--- src/rtl/ebi_mux_pkg.sv ---
// Constants and carrier types for the external bus pin-sharing logic.
package ebi_mux_pkg;
	localparam int CTL_COUNT = 3;
	localparam logic [1:0] OWN_STATIC = 2'h0;
	localparam logic [1:0] OWN_DYNAMIC = 2'h1;
	localparam logic [1:0] OWN_BURST = 2'h2;
	localparam logic [3:0] CARD_REGION = 4'h5;
	localparam int IO_MODE_BIT = 23;
	localparam int CS_COUNT = 7;
	localparam int CS_CARD = 4;
	localparam int CS_BE_LOW = 5;
	localparam int CS_BE_HIGH = 6;
	localparam logic [3:0] FLOAT_RESET = 4'h0;
	localparam logic [25:0] ADDR_RESET = 26'h0000000;
	localparam logic [31:0] DATA_RESET = 32'h00000000;
	localparam logic [2:0] GRANT_RESET = 3'h0;
	localparam logic [6:0] CS_IDLE = 7'h7f;
	localparam logic [15:0] PULLUP_RESET = 16'hffff;
	localparam logic [3:0] SDRAM_CMD_IDLE = 4'hf;
	localparam logic [2:0] WAIT_SYNC_RESET = 3'h0;

	// One controller's view of the shared pins; strobes are active low.
	typedef struct packed {
		logic want;
		logic [25:0] addr;
		logic [31:0] wdata;
		logic drive;
		logic read_not_write;
		logic rd_b;
		logic wr0_b;
		logic wr1_b;
		logic wr3_b;
		logic [6:0] cs_b;
		logic [1:0] lanes;
		logic [3:0] float_cycles;
	} ctl_s;

	// Shared strobe pins as they leave the block.
	typedef struct packed {
		logic oe_b;
		logic we0_b;
		logic wr1_b;
		logic wr3_b;
	} strobe_s;
endpackage

--- src/rtl/ext_bus_pin_mux_card_logic.sv ---
// Pin multiplexer that shares the external bus pins and decodes card modes.
`timescale 1ns/1ns
module ext_bus_pin_mux_card_logic
(
	input wire logic clock_i,
	input wire logic rst_b_i,
	input wire logic ce_i,
	input ebi_mux_pkg::ctl_s static_memory_ctrl_i,
	input ebi_mux_pkg::ctl_s dynamic_memory_ctrl_i,
	input ebi_mux_pkg::ctl_s burst_nor_ctrl_i,
	input wire logic [31:0] static_xfer_addr_i,
	input wire logic cs4_wide_i,
	input wire logic burst_in_page_i,
	input wire logic [3:0] sdram_cmd_i,
	input wire logic card_slot_assign_i,
	input wire logic data_bus_pullup_disable_i,
	input wire logic external_wait_input_i,
	output logic [2:0] grant_o,
	output logic [25:0] addr_o,
	output logic [31:0] data_o,
	output logic data_oe_o,
	output logic [6:0] cs_b_o,
	output ebi_mux_pkg::strobe_s strobe_o,
	output logic [3:0] sdram_cmd_o,
	output logic [15:0] pullup_en_o,
	output logic wait_sync_o
);
	typedef enum logic [1:0] {ST_IDLE, ST_OWN, ST_FLOAT} arb_e;

	arb_e state_q;
	arb_e state_d;
	logic [1:0] owner_q;
	logic [1:0] owner_d;
	logic [3:0] float_q;
	logic [3:0] float_d;
	logic [2:0] grant_d;
	logic [2:0] wait_pipe_q;
	ebi_mux_pkg::ctl_s ctl [ebi_mux_pkg::CTL_COUNT];
	ebi_mux_pkg::ctl_s cur;
	ebi_mux_pkg::strobe_s strobe_d;
	logic [25:0] addr_d;
	logic [6:0] cs_d;

	// Gather the three controllers into one indexable set.
	assign ctl[0] = static_memory_ctrl_i;
	assign ctl[1] = dynamic_memory_ctrl_i;
	assign ctl[2] = burst_nor_ctrl_i;

	// Owner selection and release decode.
	wire owner_want = ctl[owner_q].want;
	wire burst_hold = (owner_q == ebi_mux_pkg::OWN_BURST) && burst_in_page_i;
	wire release_now = !owner_want && !burst_hold;
	wire [3:0] owner_float = ctl[owner_q].float_cycles;
	wire any_want = ctl[0].want || ctl[1].want || ctl[2].want;
	wire [1:0] pick = ctl[0].want ? ebi_mux_pkg::OWN_STATIC :
		ctl[1].want ? ebi_mux_pkg::OWN_DYNAMIC : ebi_mux_pkg::OWN_BURST;
	assign cur = ctl[owner_q];
	wire own_active = (state_q == ST_OWN);

	// Arbiter: a release with nonzero float_cycles passes through the float wait before a new grant.
	// Refresh never asks for shared pins, so it cannot hold anyone off.
	always_comb
	begin
		state_d = state_q;
		owner_d = owner_q;
		float_d = float_q;
		case (state_q)
			ST_IDLE:
			begin
				if (any_want)
				begin
					state_d = ST_OWN;
					owner_d = pick;
				end
			end
			ST_OWN:
			begin
				if (release_now)
				begin
					float_d = owner_float;
					state_d = (owner_float == 4'h0) ? ST_IDLE : ST_FLOAT;
				end
			end
			ST_FLOAT:
			begin
				float_d = float_q - 4'h1;
				if (float_q == 4'h1)
				begin
					state_d = ST_IDLE;
				end
			end
			default:
			begin
				state_d = ST_IDLE;
			end
		endcase
	end

	// Grant follows the next state so it registers with the arbiter state, one cycle ahead of the pins.
	assign grant_d = (state_d == ST_OWN) ? (3'h1 << owner_d) : 3'h0;

	// Card decode; the 16-bit I/O indicator has no port because it plays no part.
	wire card_on = card_slot_assign_i;
	wire card_region = static_xfer_addr_i[31:28] == ebi_mux_pkg::CARD_REGION;
	wire static_own = own_active && (owner_q == ebi_mux_pkg::OWN_STATIC);
	wire card_xfer = card_on && card_region && static_own;
	wire io_mode = static_xfer_addr_i[ebi_mux_pkg::IO_MODE_BIT];
	wire card_io = card_xfer && io_mode;
	wire card_mem = card_xfer && !io_mode;

	// Card byte enables copy chip select four, gated by the active byte lanes.
	// In 8-bit width only the low enable moves, so address bit zero picks the byte.
	wire cs4_b = cur.cs_b[ebi_mux_pkg::CS_CARD];
	wire be_low_b = cs4_b || (cs4_wide_i && !cur.lanes[0]);
	wire be_high_b = cs4_b || !cs4_wide_i || !cur.lanes[1];

	// Chip select pins, with five and six taken over while the slot is assigned.
	always_comb
	begin
		cs_d = own_active ? cur.cs_b : ebi_mux_pkg::CS_IDLE;
		if (card_on && static_own)
		begin
			cs_d[ebi_mux_pkg::CS_BE_LOW] = be_low_b;
			cs_d[ebi_mux_pkg::CS_BE_HIGH] = be_high_b;
		end
		else if (card_on)
		begin
			cs_d[ebi_mux_pkg::CS_BE_LOW] = 1'b1;
			cs_d[ebi_mux_pkg::CS_BE_HIGH] = 1'b1;
		end
	end

	// Shared strobe steering by card mode.
	always_comb
	begin
		strobe_d = '1;
		if (card_io)
		begin
			strobe_d.wr1_b = cur.rd_b;
			strobe_d.wr3_b = cur.wr0_b;
		end
		else if (card_mem)
		begin
			strobe_d.oe_b = cur.rd_b;
			strobe_d.we0_b = cur.wr0_b;
		end
		else if (own_active)
		begin
			strobe_d.oe_b = cur.rd_b;
			strobe_d.we0_b = cur.wr0_b;
			strobe_d.wr1_b = cur.wr1_b;
			strobe_d.wr3_b = cur.wr3_b;
		end
	end

	// Address holds its last value when idle; bit 25 becomes read-not-write for cards.
	always_comb
	begin
		addr_d = own_active ? cur.addr : addr_o;
		if (card_xfer)
		begin
			addr_d[25] = cur.read_not_write;
		end
	end

	// Arbiter state.
	always_ff @(posedge clock_i)
	begin
		if (!rst_b_i)
		begin
			state_q <= ST_IDLE;
			owner_q <= ebi_mux_pkg::OWN_STATIC;
			float_q <= ebi_mux_pkg::FLOAT_RESET;
			grant_o <= ebi_mux_pkg::GRANT_RESET;
		end
		else if (ce_i)
		begin
			state_q <= state_d;
			owner_q <= owner_d;
			float_q <= float_d;
			grant_o <= grant_d;
		end
	end

	// Registered pins; data drive is dropped outside ownership to avoid contention.
	always_ff @(posedge clock_i)
	begin
		if (!rst_b_i)
		begin
			addr_o <= ebi_mux_pkg::ADDR_RESET;
			data_o <= ebi_mux_pkg::DATA_RESET;
			data_oe_o <= 1'b0;
			cs_b_o <= ebi_mux_pkg::CS_IDLE;
			strobe_o <= '1;
		end
		else if (ce_i)
		begin
			addr_o <= addr_d;
			data_o <= cur.wdata;
			data_oe_o <= own_active && cur.drive;
			cs_b_o <= cs_d;
			strobe_o <= strobe_d;
		end
	end

	// Dedicated refresh pins pass through one register stage, whoever owns the shared pins.
	always_ff @(posedge clock_i)
	begin
		if (!rst_b_i)
		begin
			sdram_cmd_o <= ebi_mux_pkg::SDRAM_CMD_IDLE;
		end
		else if (ce_i)
		begin
			sdram_cmd_o <= sdram_cmd_i;
		end
	end

	// Pull-ups cover only lines 0 to 15; the upper half belongs to general I/O.
	always_ff @(posedge clock_i)
	begin
		if (!rst_b_i)
		begin
			pullup_en_o <= ebi_mux_pkg::PULLUP_RESET;
		end
		else if (ce_i)
		begin
			pullup_en_o <= {16{!data_bus_pullup_disable_i}};
		end
	end

	// Wait pin synchroniser; the output moves only when stages two and three agree.
	always_ff @(posedge clock_i)
	begin
		if (!rst_b_i)
		begin
			wait_pipe_q <= ebi_mux_pkg::WAIT_SYNC_RESET;
			wait_sync_o <= 1'b0;
		end
		else if (ce_i)
		begin
			wait_pipe_q <= {wait_pipe_q[1:0], external_wait_input_i};
			if (wait_pipe_q[1] == wait_pipe_q[2])
			begin
				wait_sync_o <= wait_pipe_q[2];
			end
		end
	end

	chk_idle_strobes: assert property (@(posedge clock_i) disable iff (!rst_b_i)
		ce_i && state_q == ST_IDLE |=> strobe_o == '1 && cs_b_o[3:0] == 4'hf)
		else $error("strobes active while idle");
	chk_idle_addr: assert property (@(posedge clock_i) disable iff (!rst_b_i)
		ce_i && state_q != ST_OWN |=> $stable(addr_o))
		else $error("address moved while idle");
	chk_float_wait: assert property (@(posedge clock_i) disable iff (!rst_b_i)
		ce_i && state_q == ST_OWN && release_now && owner_float == 4'h2
		##1 ce_i |-> grant_o == 3'h0 ##1 grant_o == 3'h0)
		else $error("regrant inside float time");
	chk_one_grant: assert property (@(posedge clock_i) disable iff (!rst_b_i)
		$onehot0(grant_o))
		else $error("more than one owner");
	chk_burst_hold: assert property (@(posedge clock_i) disable iff (!rst_b_i)
		ce_i && own_active && owner_q == ebi_mux_pkg::OWN_BURST && burst_in_page_i
		|=> state_q == ST_OWN && owner_q == ebi_mux_pkg::OWN_BURST)
		else $error("burst flash lost pins mid page");
	chk_refresh_pass: assert property (@(posedge clock_i) disable iff (!rst_b_i)
		ce_i |=> sdram_cmd_o == $past(sdram_cmd_i))
		else $error("refresh pins delayed");
	chk_pullup_ctl: assert property (@(posedge clock_i) disable iff (!rst_b_i)
		ce_i && data_bus_pullup_disable_i ##1 ce_i && data_bus_pullup_disable_i
		|=> pullup_en_o == 16'h0000)
		else $error("pull-ups not disabled");
	chk_io_mode: assert property (@(posedge clock_i) disable iff (!rst_b_i)
		ce_i && card_io |=> strobe_o.oe_b && strobe_o.we0_b
		&& strobe_o.wr1_b == $past(cur.rd_b))
		else $error("io mode strobes wrong");
	chk_mem_mode: assert property (@(posedge clock_i) disable iff (!rst_b_i)
		ce_i && card_mem |=> strobe_o.wr1_b && strobe_o.wr3_b
		&& strobe_o.we0_b == $past(cur.wr0_b))
		else $error("memory mode strobes wrong");
	chk_card_select: assert property (@(posedge clock_i) disable iff (!rst_b_i)
		ce_i && card_on && static_own && cs4_b |=> cs_b_o[6:4] == 3'h7)
		else $error("byte enable without chip select four");

	// Card and ordinary strobe, direction and chip select pins that the checks above leave open.
	chk_io_write: assert property (@(posedge clock_i) disable iff (!rst_b_i)
		ce_i && card_io |=> strobe_o.wr3_b == $past(cur.wr0_b))
		else $error("io write strobe wrong");
	chk_mem_read: assert property (@(posedge clock_i) disable iff (!rst_b_i)
		ce_i && card_mem |=> strobe_o.oe_b == $past(cur.rd_b))
		else $error("memory read strobe wrong");
	chk_rnw_pin: assert property (@(posedge clock_i) disable iff (!rst_b_i)
		ce_i && card_xfer |=> addr_o[25] == $past(cur.read_not_write))
		else $error("card direction pin wrong");
	chk_plain_strobes: assert property (@(posedge clock_i) disable iff (!rst_b_i)
		ce_i && own_active && !card_xfer |=> strobe_o.wr1_b == $past(cur.wr1_b)
		&& strobe_o.wr3_b == $past(cur.wr3_b) && strobe_o.oe_b == $past(cur.rd_b))
		else $error("ordinary strobes wrong outside card");
	chk_plain_selects: assert property (@(posedge clock_i) disable iff (!rst_b_i)
		ce_i && !card_on && own_active |=> cs_b_o == $past(cur.cs_b))
		else $error("chip selects taken over while slot free");

	// Dropping the data drive between owners keeps two drivers off the bus.
	chk_drive_off: assert property (@(posedge clock_i) disable iff (!rst_b_i)
		ce_i && !own_active |=> !data_oe_o)
		else $error("data bus driven with no owner");
endmodule

--- config.mk ---
export PLATFORM = sky130hd
export DESIGN_NAME = ext_bus_pin_mux_card_logic
export DESIGN_NICKNAME = d
export VERILOG_FILES = /design/src/rtl/ebi_mux_pkg.sv /design/src/rtl/ext_bus_pin_mux_card_logic.sv
export SDC_FILE = /design/constraint.sdc
export NUM_CORES = 1
export LEC_CHECK = 0
export ABC_AREA = 1
export ABC_CLOCK_PERIOD_IN_PS = 2500
export BUFFER_PORTS_ARGS = -buffer_cell sky130_fd_sc_hd__buf_2
export CAP_MARGIN = 20
export CORE_AREA = 3 3 144 146
export DETAILED_ROUTE_END_ITERATION = 10
export DIE_AREA = 0 0 147 149
export GPL_ROUTABILITY_DRIVEN = 0
export SYNTH_ARGS = -nofsm -noshare
export SYNTH_HDL_FRONTEND = slang
export SYNTH_SLANG_ARGS = --single-unit
--- constraint.sdc ---
create_clock -name clock_i -period 2.5 [get_ports clock_i]
set_input_delay 0.625 -clock clock_i [delete_from_list [all_inputs] [get_ports clock_i]]
set_output_delay 0.625 -clock clock_i [all_outputs]
set_load 0.05 [all_outputs]
== After elaboration in Yosys (flattened, before gate mapping) ==
Index checks and enable logic that the tools add are counted.

* Equality and inequality tests: 8
* Multiplexer cells: 25
* Add/subtract/negate cells: 1
* Shift operators: 1
* Order comparisons: 1
* Bitwise operators: 1
* Reduce and logical (&&, ||, !) cells: 31

{| class="wikitable"
|+ Operators by type and width
! operator !! number
|-
| 78-bit binary-select mux with 2-bit select || 1
|-
| 78-bit 2-to-1 mux || 2
|-
| 2-bit 2-to-1 mux || 14
|-
| 26-bit 2-to-1 mux || 1
|-
| 1-bit logical AND || 10
|-
| 4-bit 2-to-1 mux || 2
|-
| 4-bit case mux with 2 select lines || 1
|-
| 1-bit zero test || 7
|-
| 7-bit 2-to-1 mux || 1
|-
| 2-bit case mux with 3 select lines || 1
|-
| 2-bit AND reduction || 3
|-
| 1-bit logical OR || 5
|-
| 2-bit by 1-bit == test with 1-bit output, second input constant || 2
|-
| 2-bit == test, second input constant || 2
|-
| 4-bit by 1-bit == test with 1-bit output, second input constant || 1
|-
| 4-bit by 3-bit == test with 1-bit output, second input constant || 1
|-
| 2-bit zero test || 2
|-
| 4-bit zero test || 1
|-
| 2-bit nonzero test || 2
|-
| 4-bit by 1-bit subtractor with 4-bit output, second input constant || 1
|-
| 3-bit greater-or-equal comparator, second input constant || 1
|-
| 3-bit 2-to-1 mux || 1
|-
| 2-bit inverter with 3-bit output || 1
|-
| 3-bit AND reduction || 1
|-
| other kinds (4) || 4
|}

* Output and inout bits: 94
* Input port bits: 278
* Register bits: 90

== Longest topological paths before layout ==
* Word-level depth: 10
* Depth in mapped cells: 12

== Least setup slack after synthesis ==
No wires, ideal clock.

* Path kind: reg2out
* Start point: register pullup_en_o[0] (netlist name)
* End point: output port pullup_en_o[10]
* Slack: 0.699 ns
* Arrival time: 1.176 ns
* Stages on the path, launching flop included: 2
* Data required time: 1.875 ns
* Cell sequence: dfxtp_1 > buf_4

{| class="wikitable"
|+ RTL lines
! what !! line !! source
|-
| to (decl) || ext_bus_pin_mux_card_logic.sv:25 || <nowiki>output logic [15:0] pullup_en_o,</nowiki>
|}

No word-level cell between the ends.

== Worst setup path after layout ==
* Start point: register pullup_en_o[0] (netlist name)
* End point: output port pullup_en_o[14]

No word-level cell between the ends.

==> impl_metrics.csv <==
group,metric,value,unit
sta,fmax,540,MHz
final_layout,fill_cells,2182,
pwr,power_switching_share,0.369,
pwr,peakVddDrop,0.000304,V
synthesis,syn_area,5150,um2
clocking,ctsResizeCount,0,
synthesis,syn_nets,1068,
grt,grt_pass1_vias,5875,
final_layout,layout.nets,1354,
worst_hold_path,hold_class,"input port to flip-flop",
floorplanning,core-area,19500,um2
final_layout,multi_input_area,2750,um2
sta,setup_viol,0,
grt,grt_pass1_wl,31500,um
pwr,power.share.sequential,0.380,
pwr,switching_power,1540,uW
synthesis,ys_types,32,
grt,overflow,0,
setup_path,cp-end-kind,"output port",
grt,grt_usage,0.181,
clocking,root_buffer,"clkbuf_16",
synthesis,yosys_warnings,0,
setup_path,cp.required,1.88,ns
setup_path,startpoint_type,"flip-flop",
sta,finClkSkew,0.00845,ns
floorplanning,row_count,51,
floorplanning,die_w,147,um
final_layout,diodes,0,
run_status,status,"finished clean",
routing,initialDrtViolationCount,311,
sta,worst_slack,0.648,ns
final_layout,drive_gt1_frac,0.363,
clocking,cts_buffers,9,
routing,drc,0,
sta,min_period_over_period,0.741,
clocking,cts_tree,"done",
routing,vias_per_cell,4.67,
routing,totalWireLength,20700,um
pwr,leakage,0.00348,uW
final_layout,finalInstanceArea,7130,um2
floorplanning,die_h,149,um
final_layout,regArea,1800,um2
clocking,clockBufferDepth,2,
placement,numPortBuffers,339,
synthesis,yosys_register_bits,90,
sta,rsz0062_at_grt,"false",
final_layout,area_delta_synth_final,38.5,%
flow_run,cap_violations,0,
sta,period_needed,1.85,ns
setup_path,cpPeakStageDelay,0.54,ns
clocking,hold_buffers,0,
pwr,p_per_area,587,nW/um2
routing,vias,6283,
grt,grt_max_degree,93,
setup_path,path_buf_inv,1,
synthesis,synth-seq-area-share,0.350,
setup_path,crit_family,"flip-flops",
synthesis,synthCells,788,
floorplanning,io_pins,372,
floorplanning,initial_core_util,0.264,
routing,dr.pass1.iters,4,
clocking,path_clk_slew,0.07,ns
sta,finalHoldViolCount,0,
clocking,htreeDepth,3,
routing,post_drt_wl_per_cell,15.4,um
placement,preCtsSetupSlack,0.691,ns
floorplanning,die-area,21900,um2
pwr,p_int,2640,uW
clocking,cts_setup_buffers,0,
setup_path,cp.arrival,1.23,ns
placement,place_inst,1328,
pwr,power_frac_comb,0.296,
setup_path,path_max_fanout,17,
placement,dp_hpwl,15000,um
synthesis,syn_area_per_cell,6.53,um2
setup_path,worst-r2r-setup-slack,0.70,ns
setup_path,slowest_stage,"dfxtp_1",
clocking,cts_sinks,90,
routing,drtAntennaViolNets,0,
sta,drv_slew,0,
pwr,clockPowerShare,0.324,
final_layout,stdcell_count,1344,
setup_path,worstSetupPathType,"flip-flop to output port",
grt,antenna_found_initial,0,
sta,setup_tns,0,ns
sta,slew_headroom,0.447,
clocking,clkLatencyLatePin,0.35,ns
sta,hold_slack,0.457,ns
placement,place_area,6840,um2
sta,worst_slew_pin_slew,0.829,ns
setup_path,cp_cell_sequence,"buf_2",
==> metrics by stage <==
stage                     utilization  total power (uW)
after floorplan                     -              2470
after global placement          0.350              2860
after detailed placement        0.350              2870
after CTS                       0.365              4250
after global routing            0.365              4420
final                           0.365              4180
==> metal layers <==
layer | share of wire | up-vias | wire length, um | GRT usage
li1 | - | 3183 | - | -
met1 | 0.41 | 2815 | 8480 | 0.222
met2 | 0.49 | 252 | 10200 | 0.309
met3 | 0.070 | 33 | 1450 | 0.0447
met4 | 0.027 | 0 | 558 | 0.0685
met5 | 0 | - | 0 | 0
==> cells in the mapped netlist (all sizes together) <==
| cell type | count | area [um2] |
|---|---|---|
| o22ai | 1 | 6.26 |
| nand2 | 138 | 531 |
| nor3 | 1 | 10.0 |
| ha | 2 | 25.0 |
| or2 | 4 | 25.0 |
| o211ai | 2 | 20.0 |
| o31ai | 7 | 52.6 |
| a21oi | 76 | 395 |
| nand4 | 5 | 31.3 |
| buf | 52 | 390 |
| nand3 | 23 | 120 |
| clkbuf | 24 | 90.1 |
| o21bai | 1 | 7.51 |
| nor2 | 159 | 612 |
| a31oi | 32 | 200 |
| o21ai | 137 | 689 |
| mux2i | 2 | 20.0 |
| inv | 32 | 120 |
| dfxtp | 90 | 1800 |
==> power by group through the flow <==
stage / logic (uW) / clock network (uW) / registers, uW
2_1_floorplan: 552 / 0 / 1920
3_3_place_gp: 1240 / 0 / 1620
3_5_place_dp: 1250 / 0 / 1620
4_1_cts: 1250 / 1410 / 1590
5_1_grt: 1360 / 1460 / 1600
6_report: 1240 / 1360 / 1590
==> registers in the layout, summed over array words and instances (netlist names) <==
| register | cells |
|---|---|
| owner_q | 2 |
| state_q | 2 |
| pullup_en_o | 1 |
| addr_o | 26 |
| float_q | 4 |
| sdram_cmd_o | 4 |
| data_o | 32 |
| data_oe_o | 1 |
| wait_pipe_q | 3 |
| grant_o | 3 |
| strobe_o | 4 |
| wait_sync_o | 1 |
| cs_b_o | 7 |
==> area by class of cell <==
cell class                      count  area share
Timing Repair Buffer              351       0.258
Clock buffer                       10      0.0335
Clock inverter                      6     0.00702
Sequential cell                    90       0.253
Tap cell                          265      0.0465
Inverter                           32      0.0169
Multi-Input combinational cell    590       0.385
==> cells by family after synthesis <==
| group | synth area share |
|---|---|
| AO/OA/AOI/OAI | 0.266 |
| adder cells (fa/ha/maj) | 0.00486 |
| buffers and inverters | 0.117 |
| flip-flops | 0.350 |
| multiplexers | 0.00389 |
| AND/OR/NAND/NOR | 0.258 |
==> cell usage in the layout (no fill, tap or decap), drive strengths merged <==
master,synthesis,final
buf,52,351
nor2,159,159
nand2,138,138
o21ai,137,137
dfxtp,90,90
a21oi,76,76
inv,32,34
a31oi,32,32
nand3,23,23
clkbuf,24,10
o31ai,7,7
nand4,5,5
or2,4,4
clkinv,0,3
mux2i,2,2
ha,2,2
o211ai,2,2
nor3,1,1
o22ai,1,1
o21bai,1,1
clkinvlp,0,1
==> final timing paths <==
kind,cells past startpoint,end,startpoint
setup / recovery,1,pullup_en_o[14],pullup_en_o[0]
hold / removal,2,pullup_en_o[0],data_bus_pullup_disable_i
setup reg to reg,8,cs_b_o[6],owner_q[1]
hold reg to reg,2,sdram_cmd_o[0],sdram_cmd_o[0]
(Power assumes the default switching activity.)
